$ cat config.mk
export PLATFORM = sky130hd
export DESIGN_NAME = anbp_base_page_regs
export DESIGN_NICKNAME = d
export VERILOG_FILES = /design/src/rtl/anbp_base_page_regs.v /design/src/rtl/anbp_partner_latch.v /design/src/rtl/anbp_strap_capture.v
export VERILOG_INCLUDE_DIRS = /design/src /design/src/rtl
export SDC_FILE = /design/constraint.sdc
export NUM_CORES = 1
export LEC_CHECK = 0
export ABC_AREA = 1
export BUFFER_PORTS_ARGS = -buffer_cell sky130_fd_sc_hd__buf_2
export CORE_MARGIN = 2
export CORE_UTILIZATION = 50
export DETAILED_ROUTE_END_ITERATION = 8
export PLACE_DENSITY = 0.83
export SYNTH_ARGS = -nofsm -noshare
export SYNTH_HDL_FRONTEND = slang
export SYNTH_SLANG_ARGS = --single-unit
$ cat constraint.sdc
create_clock -name clk -period 1.2 [get_ports clk]
set_input_delay 0 -clock clk [delete_from_list [all_inputs] [get_ports clk]]
set_output_delay 0 -clock clk [all_outputs]
set_load 0.05 [all_outputs]
$ cat src/rtl/anbp_defines.vh
// Register indices, field positions and reset values of the base page registers
`ifndef ANBP_DEFINES_VH
`define ANBP_DEFINES_VH

// ***********************************************************
// Management indices
// ***********************************************************
`define ANBP_IDX_W          5
`define ANBP_IDX_ADVERTISE  5'h04
`define ANBP_IDX_PARTNER    5'h05

// ***********************************************************
// Field positions, shared by both registers
// ***********************************************************
`define ANBP_BIT_NEXT_PAGE  15
`define ANBP_BIT_ACK        14
`define ANBP_BIT_RFAULT     13
`define ANBP_BIT_EXT_NP     12
`define ANBP_BIT_PAUSE_ASYM 11
`define ANBP_BIT_PAUSE_SYM  10
`define ANBP_BIT_T4         9
`define ANBP_BIT_TX_FD      8
`define ANBP_BIT_TX_HD      7
`define ANBP_BIT_10_FD      6
`define ANBP_BIT_10_HD      5
`define ANBP_SPEED_MSB      8
`define ANBP_SPEED_LSB      5
`define ANBP_SEL_MSB        4
`define ANBP_SEL_LSB        0

// ***********************************************************
// Reset values and write masks
// ***********************************************************
`define ANBP_ADV_RST_FIXED  16'h0c01
`define ANBP_ADV_WR_MASK    16'hbfff
`define ANBP_PTNR_RST       16'h0000
`define ANBP_SEL_IEEE8023   5'h01

`endif

$ cat src/rtl/anbp_base_page_regs.v
// Advertisement and partner ability registers of the auto-negotiation base page
`timescale 1ns/1ps
`default_nettype none
`include "anbp_defines.vh"

// Overview of operation
// - Writable 16-bit advertisement register sits at management index 4.
// - Advertisement bit 15 is read/write next-page capability, reset 0.
// - Advertisement bit 13 advertises remote fault indication, read/write, reset 0.
// - Advertisement bit 11 is read/write asymmetric pause, reset 1.
// - Advertisement bit 10 is read/write symmetric pause, reset 1.
// - Advertisement bits 8..5 are 100 FD, 100 HD, 10 FD, 10 HD flags.
// - Those four speed/duplex bits reset from the sampled strap inputs.
// - Advertisement bits 4:0 are selector, read/write, reset 00001.
// - Read-only partner ability register at index 5, all fields reset 0.
// - Partner bit 15 shows next page, bit 12 extended next page.
// - Partner bit 14 reads 1 once the partner code word arrived.
// - Partner bit 13 reports the partner's remote fault.
// - Partner bits 11 and 10 report asymmetric and symmetric pause.
// - Partner bits 9..5 report T4, 100 FD, 100 HD, 10 FD, 10 HD.
// - Partner bits 4:0 hold received selector, reset 00000.
module anbp_base_page_regs #(
  parameter integer STRAP_W = 4
) (
  input  wire                   clk,
  input  wire                   rstn,
  input  wire [STRAP_W-1:0]     modeStrap,
  input  wire [`ANBP_IDX_W-1:0] regIndex,
  input  wire                   regWrEn,
  input  wire [15:0]            regWrData,
  input  wire                   regRdEn,
  output reg  [15:0]            regRdData_r,
  output reg                    regRdValid_r,
  output reg  [15:0]            txBasePage_r,
  output wire [15:0]            partnerAbility,
  input  wire                   rxPageValid,
  input  wire [15:0]            rxPageWord,
  input  wire                   negRestart
);

  // ***********************************************************
  // Index decode
  // ***********************************************************
  function isIndex;
    input [`ANBP_IDX_W-1:0] idx;
    input [`ANBP_IDX_W-1:0] target;
    begin
      isIndex = (idx == target);
    end
  endfunction

  // ***********************************************************
  // Strap capture
  // ***********************************************************
  wire [STRAP_W-1:0] strapValue;
  wire               strapLoad;

  anbp_strap_capture #(
    .STRAP_W (STRAP_W)
  ) u_strap (
    .clk          (clk),
    .rstn         (rstn),
    .strapPins    (modeStrap),
    .strapValue_r (strapValue),
    .strapLoad_r  (strapLoad)
  );

  // ***********************************************************
  // Partner ability register
  // ***********************************************************
  wire [15:0] partnerWord;

  anbp_partner_latch u_partner (
    .clk           (clk),
    .rstn          (rstn),
    .rxPageValid   (rxPageValid),
    .rxPageWord    (rxPageWord),
    .negRestart    (negRestart),
    .partnerWord_r (partnerWord)
  );

  assign partnerAbility = partnerWord;

  // ***********************************************************
  // Advertisement register
  // ***********************************************************
  reg  [15:0] adv_nxt;
  wire        advWrite = regWrEn && isIndex(regIndex, `ANBP_IDX_ADVERTISE);

  always @* begin
    adv_nxt = txBasePage_r;
    if (strapLoad) begin
      adv_nxt[`ANBP_SPEED_MSB:`ANBP_SPEED_LSB] = strapValue;
    end
    if (advWrite) begin
      adv_nxt = regWrData & `ANBP_ADV_WR_MASK;
    end
  end

  always @(posedge clk) begin
    if (!rstn) begin
      txBasePage_r <= `ANBP_ADV_RST_FIXED;
    end else begin
      txBasePage_r <= adv_nxt;
    end
  end

  // ***********************************************************
  // Read port, one cycle latency; other indices read zero
  // ***********************************************************
  always @(posedge clk) begin
    if (!rstn) begin
      regRdData_r  <= 16'h0000;
      regRdValid_r <= 1'b0;
    end else begin
      regRdValid_r <= regRdEn;
      if (regRdEn) begin
        if (isIndex(regIndex, `ANBP_IDX_ADVERTISE)) begin
          regRdData_r <= txBasePage_r & `ANBP_ADV_WR_MASK;
        end else if (isIndex(regIndex, `ANBP_IDX_PARTNER)) begin
          regRdData_r <= partnerWord;
        end else begin
          regRdData_r <= 16'h0000;
        end
      end
    end
  end

endmodule

`default_nettype wire

$ cat src/rtl/anbp_partner_latch.v
// Holds the base page received from the link partner
`timescale 1ns/1ps
`default_nettype none
`include "anbp_defines.vh"

module anbp_partner_latch (
  input  wire        clk,
  input  wire        rstn,
  input  wire        rxPageValid,
  input  wire [15:0] rxPageWord,
  input  wire        negRestart,
  output reg  [15:0] partnerWord_r
);

  // ***********************************************************
  // Page latch; a page arriving with a restart is kept
  // ***********************************************************
  always @(posedge clk) begin
    if (!rstn) begin
      partnerWord_r <= `ANBP_PTNR_RST;
    end else if (rxPageValid) begin
      partnerWord_r <= rxPageWord;
      partnerWord_r[`ANBP_BIT_ACK] <= 1'b1;
    end else if (negRestart) begin
      partnerWord_r <= `ANBP_PTNR_RST;
    end
  end

endmodule

`default_nettype wire

$ cat src/rtl/anbp_strap_capture.v
// Strap synchroniser and one-shot capture after reset release
`timescale 1ns/1ps
`default_nettype none

module anbp_strap_capture #(
  parameter integer STRAP_W = 4
) (
  input  wire               clk,
  input  wire               rstn,
  input  wire [STRAP_W-1:0] strapPins,
  output reg  [STRAP_W-1:0] strapValue_r,
  output reg                strapLoad_r
);

  // ***********************************************************
  // Two-flop synchroniser, free running
  // ***********************************************************
  reg [STRAP_W-1:0] strapMeta_r;
  reg [STRAP_W-1:0] strapSync_r;
  reg               captured_r;

  always @(posedge clk) begin
    strapMeta_r <= strapPins;
    strapSync_r <= strapMeta_r;
  end

  // ***********************************************************
  // Capture once, at the first edge after reset release
  // ***********************************************************
  always @(posedge clk) begin
    if (!rstn) begin
      captured_r   <= 1'b0;
      strapLoad_r  <= 1'b0;
      strapValue_r <= {STRAP_W{1'b0}};
    end else begin
      strapLoad_r <= 1'b0;
      if (!captured_r) begin
        captured_r   <= 1'b1;
        strapLoad_r  <= 1'b1;
        strapValue_r <= strapSync_r;
      end
    end
  end

endmodule

`default_nettype wire

==> results of run 1 <==
-- sequential cells by signal, indices dropped and copies added, names as in the netlist --
| name | count |
|---|---|
| u_strap.strapMeta_r | 4 |
| u_strap.captured_r | 1 |
| regRdData_r | 16 |
| regRdValid_r | 1 |
| txBasePage_r | 15 |
| u_strap.strapValue_r | 4 |
| u_strap.strapSync_r | 4 |
| u_strap.strapLoad_r | 1 |
| u_partner.partnerWord_r | 16 |
-- metrics by stage --
step | total power (uW) | instance area [sq um] | std cells | setup TNS, ps | worst slack (ps)
2_1_floorplan | 2498 | 2346 | 313 | 0 | 200.6
3_3_place_gp | 2640 | 2808 | 444 | 0 | 237.3
3_5_place_dp | 2650 | 2808 | 444 | 0 | 196.2
4_1_cts | 4181 | 3267 | 490 | 0 | 25.24
5_1_grt | 4316 | 3271 | 490 | -1209 | -91.54
6_report | 4168 | 3271 | 490 | 0 | 0.05651
-- area by class of cell --
class / count / area share [%]
clock buffers: 13 / 4.246
inverters: 13 / 1.645
multi-input cells: 220 / 29.15
flip-flops and latches: 62 / 37.95
clock inverters: 2 / 0.3060
repair buffers: 128 / 24.71
well taps: 52 / 1.989
-- cells in the final DEF, fill, tap and decap left out --
master         instances
clkinv_2               3
clkbuf_1               4
inv_2                  1
inv_1                 10
a21oi_1               22
nand4_1                5
nor2_4                 2
nor2_2                 1
buf_4                  5
nand4_2                1
nand2_1              113
nor2_1                26
dlygate4sd3_1         31
clkbuf_8               9
dfxtp_1               62
clkinvlp_4             1
o21ai_0               11
buf_2                 92
conb_1                 1
nand3_1               38
-- metal layers --
layer / track usage (%) / vias up
met5: 0 / -
met4: 14.40 / 0
met3: 6.806 / 21
met2: 45.67 / 106
met1: 25.96 / 1076
li1: - / 1239
-- repair_timing --
item / in CTS / in global routing
gates resized for setup: 0 / 1
buffers inserted: 0 / 0
endpoints found under the hold margin: 32 / 0
hold buffers: 31 / 0
endpoints found under the setup margin: 0 / 28
-- kinds of logic after synthesis --
group                  after synthesis  share of synthesized area [%]
other                                1                         0.1598
DFF                                 62                          52.91
AOI/OAI and AO/OA                   33                          7.040
buffers and inverters               31                          6.453
and+or+nand+nor                    186                          33.44
-- worst reg2reg max path, cell delays in order (launching register included) --
cell and delay, ps:
dfxtp_1 380, inv_1 110, nand3_1 110, a21oi_1 70
-- Yosys cell counts, drive strengths merged --
master  count
nand2     113
o21ai      11
clkbuf      7
conb        1
nor2       29
a21oi      22
nand3      38
dfxtp      62
clkinv      1
buf        11
inv        12
nand4       6
-- worst max-delay path by stage --
stage / startpoint / endpoint / slack [ps] / cells after the start
global route: rstn / u_partner.partnerWord_r[8] / -90 / 4
finish: rstn / txBasePage_r[7] / 0.06 / 4
global placement: rstn / u_partner.partnerWord_r[14] / 240 / 3
detailed placement: regIndex[0] / txBasePage_r[12] / 200 / 6
CTS: rstn / u_partner.partnerWord_r[14] / 30 / 4
floorplan: txBasePage_r[15] / regRdData_r[15] / 200 / 4
-- report_power, final --
group | internal [uW] | total (uW) | switching, uW
clock | 734 | 1470 | 740
combinational | 194 | 524 | 330
sequential | 2130 | 2170 | 45.4
total | 3050 | 4170 | 1110
==> metrics.md, run 1 <==
| Metric | Value |
|---|---|
| Drt wl/cell | `13.40 um` |
| Clock sink count | `just over 60` |
| Worst R2R Start | `u_strap.strapLoad_r` |
| Hold_ws | `47.63 ps` |
| Tightest Pin Transition | `731.5 ps` |
| Top sig layer | `met4` |
| H-tree Lvls | `3` |
| CP max-delay cell | `inv_1` |
| Area of the multi-input gates | `953.4 sq um` |
| Reg area | `1241 sq um` |
| Clock buffer depth | `2` |
| Share of cells above drive strength 1 | `roughly a quarter` |
| Number of diodes | `0` |
| Number of synthesized register bits | `62` |
| Hold depth | `5` |
| Outcome | `complete, no violations` |
| Cts bufs inserted | `9` |
| Slew HR | `51.18%` |
| Final critical-path share of the clock period | `100.0%` |
| # fillers | `352` |
| Initial Util | `52.79%` |
| Final slew viol count | `0` |
| FMAX | `833.4 MHz` |
| Grt ovf | `0` |
| DR WL met3 | `517 um` |
| CP arrival | `about 1400 ps` |
| Post-Syn Area | `2346 sq um` |
| DRC viols | `0` |
| Row count | `24` |
| Vias in the first global route | `around 2300` |
| Critical path class | `input port to flop` |
| Setup violations, final | `0` |
| DR pass1 iterations | `4` |
| Post-layout min period | `1200 ps` |
| Sum of buffers and inverters on the critical path | `3` |
| Number of I/O port buffers | `92` |
| Clk Latency, worst-skew pair | `330 ps` |
| FF-to-FF setup slack | `390 ps` |
| Max-Cap Viols | `0` |
| PwrDens | `1274 nW/um^2` |
| Metal2 WL | `3388 um` |
| Endpoints failing hold | `0` |
| Root Buffer | `clkbuf_8` |
| Routed Antenna Nets | `0` |
| First-pass GRT wire length | `10010 um` |
| Initial antenna violation count | `0` |
| CP peak stage delay | `560 ps` |
| Hold Crit Class | `input port to flop` |
| Synthesized area per cell | `~7.5 sq um` |
| Pin count of the biggest net entering global routing | `24` |
| Sequential share of the synthesized area | `52.91%` |
| Maximum fanout along the worst path | `23` |
| RSZ-0062 raised after global routing | `yes` |
| Setup crit start kind | `input port` |
| CP delay by family, top | `buffers and inverters` |
| Util after Layout | `73.59%` |
| Clk slew on worst S/H paths | `60 ps` |
| Routed wire length | `6567 um` |
| CP Cell Sequence | `dlygate4sd3_1 > buf_2 > inv_1 > a21oi_1` |
| I/O pins | `96` |
| CTS tree | `yes` |
| Synthesized Nets | `between 300 and 400` |
| Count of different cell masters after synthesis | `18` |
| R2r endpoint | `txBasePage_r[7]` |
| Worst Hold End | `txBasePage_r[5]` |
| Synth area leaders | `dfxtp_1 (53%), nand2_1 (18%), nand3_1 (8.1%)` |
| Die width | `72.50 um` |
| Post-synth top area share | `roughly 53%` |
| Yosys top cell by area | `dfxtp_1` |
| Final HPWL DP | `4147 um` |
| Gp weighted congestion | `0.9009` |
| Nets | `481` |
| Clock Skew | `roughly 9 ps` |
| Placeable Area | `4444 sq um` |
| Cells after Synth | `between 300 and 400` |
| Synthesis warning total | `0` |
| Leakage | `0.001676 uW` |
| Die area | `5256 sq um` |
| Met1 WL | `~2400 um` |
| Die H | `about 73 um` |
| DRT iter0 DRCs | `123` |
| Nature of the critical path endpoint | `flop` |
| Worst VDD drop | `~0.00087 V` |
| Total number of vias | `2442` |
| Required @ worst endpoint | `1380 ps` |
| Vias per cell | `~5` |
| HP Start | `regWrData[5]` |
| Layout area overhead | `39.41%` |
| Gr usage total | `25.19%` |
| Worst R2R Path Depth | `3` |
No activity file was read; power rests on OpenSTA's default activity.
==> run 2, diff against run 1 <==
- ABC_AREA: 1 -> default
- PLACE_DENSITY: 0.83 -> 0.82
==> run 2 against run 1 <==
Against the previous run:
- power up 10%
- register-to-register slack worse by 210 ps
- non-clock buffer count up 9
- wire length down 3.0%
- synthesized cell count down 24%
- sequential power about the same
- clock skew down 1.2 ps
- clock power up 25%
- largest cell class unchanged
==> metrics.md, run 2 <==
| Metric | Value |
|---|---|
| Outcome | `complete, no violations (unchanged)` |
| Grt ovf | `0 (unchanged)` |
| DRT iter0 DRCs | `103 (was 123)` |
| Final Cell Area | `3437 sq um (was 3271 sq um)` |
| Worst VDD drop | `0.001109 V (was 0.0008740 V)` |
| Pin count of the biggest net entering global routing | `32 (was 24)` |
| Cells after Synth | `239 (was 313)` |
| Synth area leaders | `dfxtp_1 (52%), mux2i_1 (13%), nor2b_1 (5.8%) (was dfxtp_1 (53%), nand2_1 (18%), nand3_1 (8.1%))` |
| Setup crit start kind | `input port (unchanged)` |
| Die width | `72.86 um (was 72.50 um)` |
| RSZ-0062 raised after global routing | `no (was yes)` |
| Synthesis warning total | `0 (unchanged)` |
| Maximum fanout along the worst path | `5 (was 23)` |
| Clk pwr share | `40.1% (was 35.3%)` |
| DRC viols | `0 (unchanged)` |
| First-pass GRT wire length | `9853 um (was 10010 um)` |
| Highest-count cells in the layout ignoring fill and taps | `buf_2 (92), dfxtp_1 (62), dlygate4sd3_1 (38) (was nand2_1 (113), buf_2 (92), dfxtp_1 (62))` |
| Clock Skew | `7.792 ps (was 9.026 ps)` |
| Commonest non-fill, non-tap cell in the layout | `buf_2 (was nand2_1)` |
| Most common cell on crit path | `dlygate4sd3_1` |
| I/O pins | `96 (unchanged)` |
| Final setup margin | `23.71 ps (was 0.05651 ps)` |
| Post-CTS setup buffers | `0 (unchanged)` |
| Routed wire length | `6370 um (was 6567 um)` |
| Clock buffer depth | `2 (unchanged)` |
| Number of I/O port buffers | `92 (unchanged)` |
| Clock sink count | `62 (unchanged)` |
| Post-synth top area share | `52.35% (was 52.91%)` |
| Setup_tns | `0 ps (unchanged)` |
| Dpl cell area | `2850 sq um (was 2808 sq um)` |
| Leakage | `0.001570 uW (was 0.001676 uW)` |
| Gp weighted congestion | `0.7748 (was 0.9009)` |
| Required @ worst endpoint | `1420 ps (was 1380 ps)` |
| Top sig layer | `met4 (unchanged)` |
| Number of diodes | `0 (unchanged)` |
| Met1 WL | `2678 um (was 2427 um)` |
| CTS tree | `yes (unchanged)` |
| H-tree Lvls | `3 (unchanged)` |
| Number of synthesized register bits | `62 (unchanged)` |
| Final critical-path share of the clock period | `98.02% (was 100.0%)` |
| Row count | `25 (was 24)` |
| Share of cells above drive strength 1 | `31.45% (was 26.26%)` |
| Cells after DPL | `372 (was 444)` |
| Initial Util | `50.87% (was 52.79%)` |
| Cts bufs inserted | `9 (unchanged)` |
| Routed Antenna Nets | `0 (unchanged)` |
| Drt wl/cell | `14.95 um (was 13.40 um)` |
| Nets | `414 (was 481)` |
| PwrDens | `1334 nW/um^2 (was 1274 nW/um^2)` |
| Count of different cell masters after synthesis | `27 (was 18)` |
| Gr usage total | `24.80% (was 25.19%)` |
| Top post-synthesis cells by count | `dfxtp_1 (62), nand2_1 (32), mux2i_1 (31), nor2b_1 (22) (was nand2_1 (113), dfxtp_1 (62), nand3_1 (38), nor2_1 (26), a21oi_1 (22))` |
| Die H | `72.86 um (was 72.50 um)` |
| Primary FF master, synth | `dfxtp_1 (unchanged)` |
| Synthesized Nets | `286 (was 360)` |
| Vias in the first global route | `2148 (was 2327)` |
| DR pass1 iterations | `5 (was 4)` |
| Nature of the critical path endpoint | `flop (unchanged)` |
| CP peak stage delay | `550 ps (was 560 ps)` |
| Die area | `5309 sq um (was 5256 sq um)` |
| Seq pwr share | `47.2% (was 52.1%)` |
| Final HPWL DP | `3987 um (was 4147 um)` |
| DR WL met3 | `281 um (was 517 um)` |
| Final cell count without fillers | `426 (was 490)` |
| Layout area overhead | `44.96% (was 39.41%)` |
| Vias per cell | `5.279 (was 4.984)` |
| Root Buffer | `clkbuf_8 (unchanged)` |
| Critical path class | `input port to flop (unchanged)` |
| CP max-delay cell | `dlygate4sd3_1 (was inv_1)` |
| Clk slew on worst S/H paths | `70 ps (was 60 ps)` |
| Tightest Pin Transition | `554.0 ps (was 731.5 ps)` |
| Metal2 WL | `3259 um (was 3388 um)` |
| Combinational share of power | `12.6% (about the same)` |
| Post-Syn Area | `2371 sq um (was 2346 sq um)` |
| Total number of vias | `2249 (was 2442)` |
| Post-synth EDFFs | `0 (unchanged)` |
| Synthesized area per cell | `9.921 sq um (was 7.495 sq um)` |
| Setup violations, final | `0 (unchanged)` |
| CP arrival | `1400 ps (was 1380 ps)` |
| Yosys top cell by area | `dfxtp_1 (unchanged)` |
| Post-layout min period | `1176 ps (was 1200 ps)` |
| Placeable Area | `4661 sq um (was 4444 sq um)` |
| Sequential share of the synthesized area | `52.35% (was 52.91%)` |
| Final slew viol count | `0 (unchanged)` |
| Endpoints failing hold | `0 (unchanged)` |
| Util after Layout | `73.75% (was 73.59%)` |
| Switching Power | `1149 uW (was 1115 uW)` |
| FMAX | `850.1 MHz (was 833.4 MHz)` |
| CP Cell Sequence | `dlygate4sd3_1 > buf_2 > and2_1 > dlygate4sd3_1 (was dlygate4sd3_1 > buf_2 > inv_1 > a21oi_1)` |
| Initial antenna violation count | `0 (unchanged)` |
| Switching part of the total | `25.05% (was 26.75%)` |
| Clk Latency, worst-skew pair | `340 ps (was 330 ps)` |
| Max-Cap Viols | `0 (unchanged)` |
| Slew HR | `63.06% (was 51.18%)` |
| Hold Crit Class | `input port to flop (unchanged)` |
| Most frequent cell after synthesis | `dfxtp_1 (was nand2_1)` |
| Internal power | `3436 uW (was 3053 uW)` |
| Setup WS pre-CTS | `-126.5 ps (was 196.2 ps)` |
| Biggest regs | `regRdData_r: 16 flops, u_partner.partnerWord_r: 16 flops, txBasePage_r: 15 flops (unchanged)` |
| Share of flip-flops with an asynchronous set or reset | `0% (unchanged)` |
==> run 2: changes by cell type after synthesis, sizes merged, moves of 5 or more <==
cell    change
clkbuf      +6
nor3b      +15
nand2      -81
o21ai      +11
mux2i      +31
nand3      -38
nor2b      +22
inv         -9
nand4       -5
a21oi       -7
nor2       -28
==> run 2: cell families after synthesis <==
| family | Yosys count | share of synthesized area, % |
|---|---|---|
| AND/OR/NAND/NOR | 76 | 18.42 |
| flip-flops | 62 | 52.35 |
| AO/OA/AOI/OAI | 46 | 11.24 |
| multiplexers | 31 | 13.09 |
| buffers and inverters | 23 | 4.749 |
| other | 1 | 0.1582 |
==> run 2: worst max-delay path, delay by kind of cell <==
family                 cells  cell delay [ps]
and+or+nand+nor            1              170
buffers and inverters      3             1240
==> run 2: through the flow <==
| step | hold slack, ps | total power [uW] |
|---|---|---|
| 6_report | 189.2 | 4585 |
| 5_1_grt | 216.8 | 4711 |
| 4_1_cts | 176.6 | 4594 |
| 3_5_place_dp | 105.7 | 2685 |
| 3_3_place_gp | 102.8 | 2675 |
| 2_1_floorplan | 27.72 | 2530 |
==> run 2: metal layers <==
metal  vias up  GRT usage [%]
met5         -              0
met4         0          12.76
met3        17          4.282
met2        89          43.54
met1      1069          28.83
li1       1074              -
==> run 2: final cells by class <==
type / count / area, sq um
inverter: 3 / 11.26
clock buffer: 12 / 155.1
sequential: 62 / 1241
tap: 54 / 67.56
multi-input combinational: 154 / 1023
clock inverter: 4 / 45.04
timing repair buffer: 137 / 893.4
fill: 326 / 1224
==> run 2: power groups by stage <==
stage / sequential [uW] / clock [uW] / combinational [uW]
detailed placement: 2210 / 0 / 475
global placement: 2210 / 0 / 467
CTS: 2160 / 1860 / 571
global route: 2170 / 1930 / 614
floorplan: 2330 / 0 / 202
finish: 2170 / 1840 / 579
==> run 2: path summary, 6_finish.rpt <==
| path | from | endpoint | slack (ps) | cells after the start |
|---|---|---|---|---|
| worst max-delay path | rstn | regRdValid_r | 20 | 4 |
| worst min-delay path | negRestart | u_partner.partnerWord_r[14] | 190 | 3 |
| worst max register to register | u_strap.strapLoad_r | txBasePage_r[6] | 180 | 3 |
| worst min register to register | u_strap.strapMeta_r[0] | u_strap.strapSync_r[0] | 330 | 0 |
==> run 2: repair_timing <==
| action | CTS | global route |
|---|---|---|
| hold buffers | 38 | 0 |
| resized for setup | 0 | 1 |
| endpoints found under the hold margin | 36 | 0 |
| endpoints found under the setup margin | 0 | 1 |
==> run 3, diff against run 2 <==
- RECOVER_POWER: default -> 25
- SKIP_CTS_REPAIR_TIMING: default -> 1
==> run 3 against run 2 <==
Against the previous run:
- sequential share of layout area is 0.33 points higher
- sequential power hardly changed
- fmax is 12% higher
- largest cell class unchanged
- largest power group unchanged
- combinational power is 1% lower
- highest routed layer unchanged
==> metrics.md, run 3 (synthesis gave the netlist of run 2 again) <==
| Metric | Value |
|---|---|
| H-tree Lvls | `3 (unchanged)` |
| Slew HR | `63.76% (was 63.06%)` |
| Commonest non-fill, non-tap cell in the layout | `buf_2 (unchanged)` |
| Grt ovf | `0 (unchanged)` |
| CP peak stage delay | `520 ps (was 550 ps)` |
| Die width | `72.86 um (unchanged)` |
| Biggest regs | `regRdData_r: 16 flops, u_partner.partnerWord_r: 16 flops, txBasePage_r: 15 flops (unchanged)` |
| Vias in the first global route | `1914 (was 2148)` |
| Outcome | `complete, no violations (unchanged)` |
| Final slew viol count | `0 (unchanged)` |
| CP Cell Sequence | `dlygate4sd3_1 > buf_2 > clkbuf_2 > o311ai_1 (was dlygate4sd3_1 > buf_2 > and2_1 > dlygate4sd3_1)` |
| Layout area overhead | `43.64% (was 44.96%)` |
| Drt wl/cell | `14.73 um (was 14.95 um)` |
| Cts bufs inserted | `9 (unchanged)` |
| Root Buffer | `clkbuf_8 (unchanged)` |
| RSZ-0062 raised after global routing | `no (unchanged)` |
| Placeable Area | `4661 sq um (unchanged)` |
| CP startpoint | `rstn (unchanged)` |
| Tightest Pin Transition | `543.6 ps (was 554.0 ps)` |
| PwrDens | `1339 nW/um^2 (was 1334 nW/um^2)` |
| Initial antenna violation count | `0 (unchanged)` |
| Final critical-path share of the clock period | `87.76% (was 98.02%)` |
| I/O pins | `96 (unchanged)` |
| Die H | `72.86 um (unchanged)` |
| HP Start | `regIndex[4] (was negRestart)` |
| GRT met1 Usage | `25.85% (was 28.83%)` |
| Die area | `5309 sq um (unchanged)` |
| Clock Skew | `7.432 ps (was 7.792 ps)` |
| Number of diodes | `0 (unchanged)` |
| Final HPWL DP | `3987 um (unchanged)` |
| Gr busiest metal | `met2 (unchanged)` |
| DRT iter0 DRCs | `102 (was 103)` |
| Final Cell Area | `3406 sq um (was 3437 sq um)` |
| Post-layout min period | `1053 ps (was 1176 ps)` |
| CTS tree | `yes (unchanged)` |
| Worst VDD drop | `0.001094 V (was 0.001109 V)` |
| Clk slew on worst S/H paths | `60 ps (was 70 ps)` |
| Nature of the critical path endpoint | `flop (unchanged)` |
| Setup_tns | `0 ps (unchanged)` |
| Required @ worst endpoint | `1380 ps (was 1420 ps)` |
| CP max-delay cell | `dlygate4sd3_1 (unchanged)` |
| Pin count of the biggest net entering global routing | `32 (unchanged)` |
| DRC viols | `0 (unchanged)` |
| First-pass GRT wire length | `8769 um (was 9853 um)` |
| GRT met2 Usage | `36.87% (was 43.54%)` |
| Endpoints failing hold | `0 (unchanged)` |
| Routed Antenna Nets | `0 (unchanged)` |
| CP arrival | `1230 ps (was 1400 ps)` |
| Clock sink count | `62 (unchanged)` |
| Number of I/O port buffers | `92 (unchanged)` |
| FMAX | `949.6 MHz (was 850.1 MHz)` |
| Clk Latency, worst-skew pair | `330 ps (was 340 ps)` |
| Highest-count cells in the layout ignoring fill and taps | `buf_2 (92), dfxtp_1 (62), dlygate4sd3_1 (36) (was buf_2 (92), dfxtp_1 (62), dlygate4sd3_1 (38))` |
| Hold_ws | `9.264 ps (was 189.2 ps)` |
| DR pass1 iterations | `4 (was 5)` |
| Vias per cell | `5.165 (was 5.279)` |
| Setup violations, final | `0 (unchanged)` |
| Nets | `412 (was 414)` |
| Util after Layout | `73.07% (was 73.75%)` |
| Worst R2R Start | `u_strap.strapLoad_r (unchanged)` |
| Initial Util | `50.87% (unchanged)` |
| Row count | `25 (unchanged)` |
| Max-Cap Viols | `0 (unchanged)` |
| Gr usage total | `21.95% (was 24.80%)` |
| Met3 usage | `6.768% (was 4.282%)` |
| Gp weighted congestion | `0.7748 (unchanged)` |
| Routed wire length | `6246 um (was 6370 um)` |
| Hold Crit Class | `input port to flop (unchanged)` |
| Clock buffer depth | `2 (unchanged)` |
| Total number of vias | `2190 (was 2249)` |
| Dpl cell area | `2850 sq um (unchanged)` |
| Setup crit start kind | `input port (unchanged)` |
| Share of cells above drive strength 1 | `31.35% (was 31.45%)` |
| Maximum fanout along the worst path | `26 (was 5)` |
| Leakage | `0.001556 uW (was 0.001570 uW)` |
| Critical path class | `input port to flop (unchanged)` |
-- run 3: final cells by class --
cell class	count	area, sq um
timing repair buffer	135	868.3
multi-input combinational	154	1017
tap	54	67.56
inverter	3	11.26
fill	326	1255
clock inverter	4	45.04
clock buffer	12	155.1
sequential	62	1241
-- run 3: path summary, 6_finish.rpt --
path                                               end  slack (ps)  depth (start not counted)
worst max-delay path                  txBasePage_r[11]         150                          4
worst min-delay path                   regRdData_r[14]           9                          4
worst max register to register         txBasePage_r[6]         190                          3
worst min register to register  u_strap.strapSync_r[0]         330                          0
-- run 3: metal layers --
layer / part of all wire (%) / wire, um
met1: 41 / 2578
met5: 0 / 0
met2: 52 / 3277
met3: 4.7 / 291
met4: 1.6 / 98
-- run 3: worst max-delay path, delay by kind of cell --
kind / cells / cell delay (ps)
buf+inv: 3 / 1070
compound gates: 1 / 160
-- run 3: metrics by stage --
step	total power [uW]	std cells	setup WS, ps
5_1_grt	4711	424	90.10
2_1_floorplan	2530	239	40.16
6_report	4559	424	146.9
4_1_cts	4501	388	194.1
3_3_place_gp	2675	372	-95.45
3_5_place_dp	2685	372	-126.5
-- run 3: power breakdown --
part | total [uW] | switching [uW] | internal [uW] | leakage, uW
registers | 2170 | 43.3 | 2120 | 0.000508
logic | 571 | 325 | 246 | 0.000942
clock network | 1820 | 759 | 1060 | 0.000106
total | 4560 | 1130 | 3430 | 0.00156
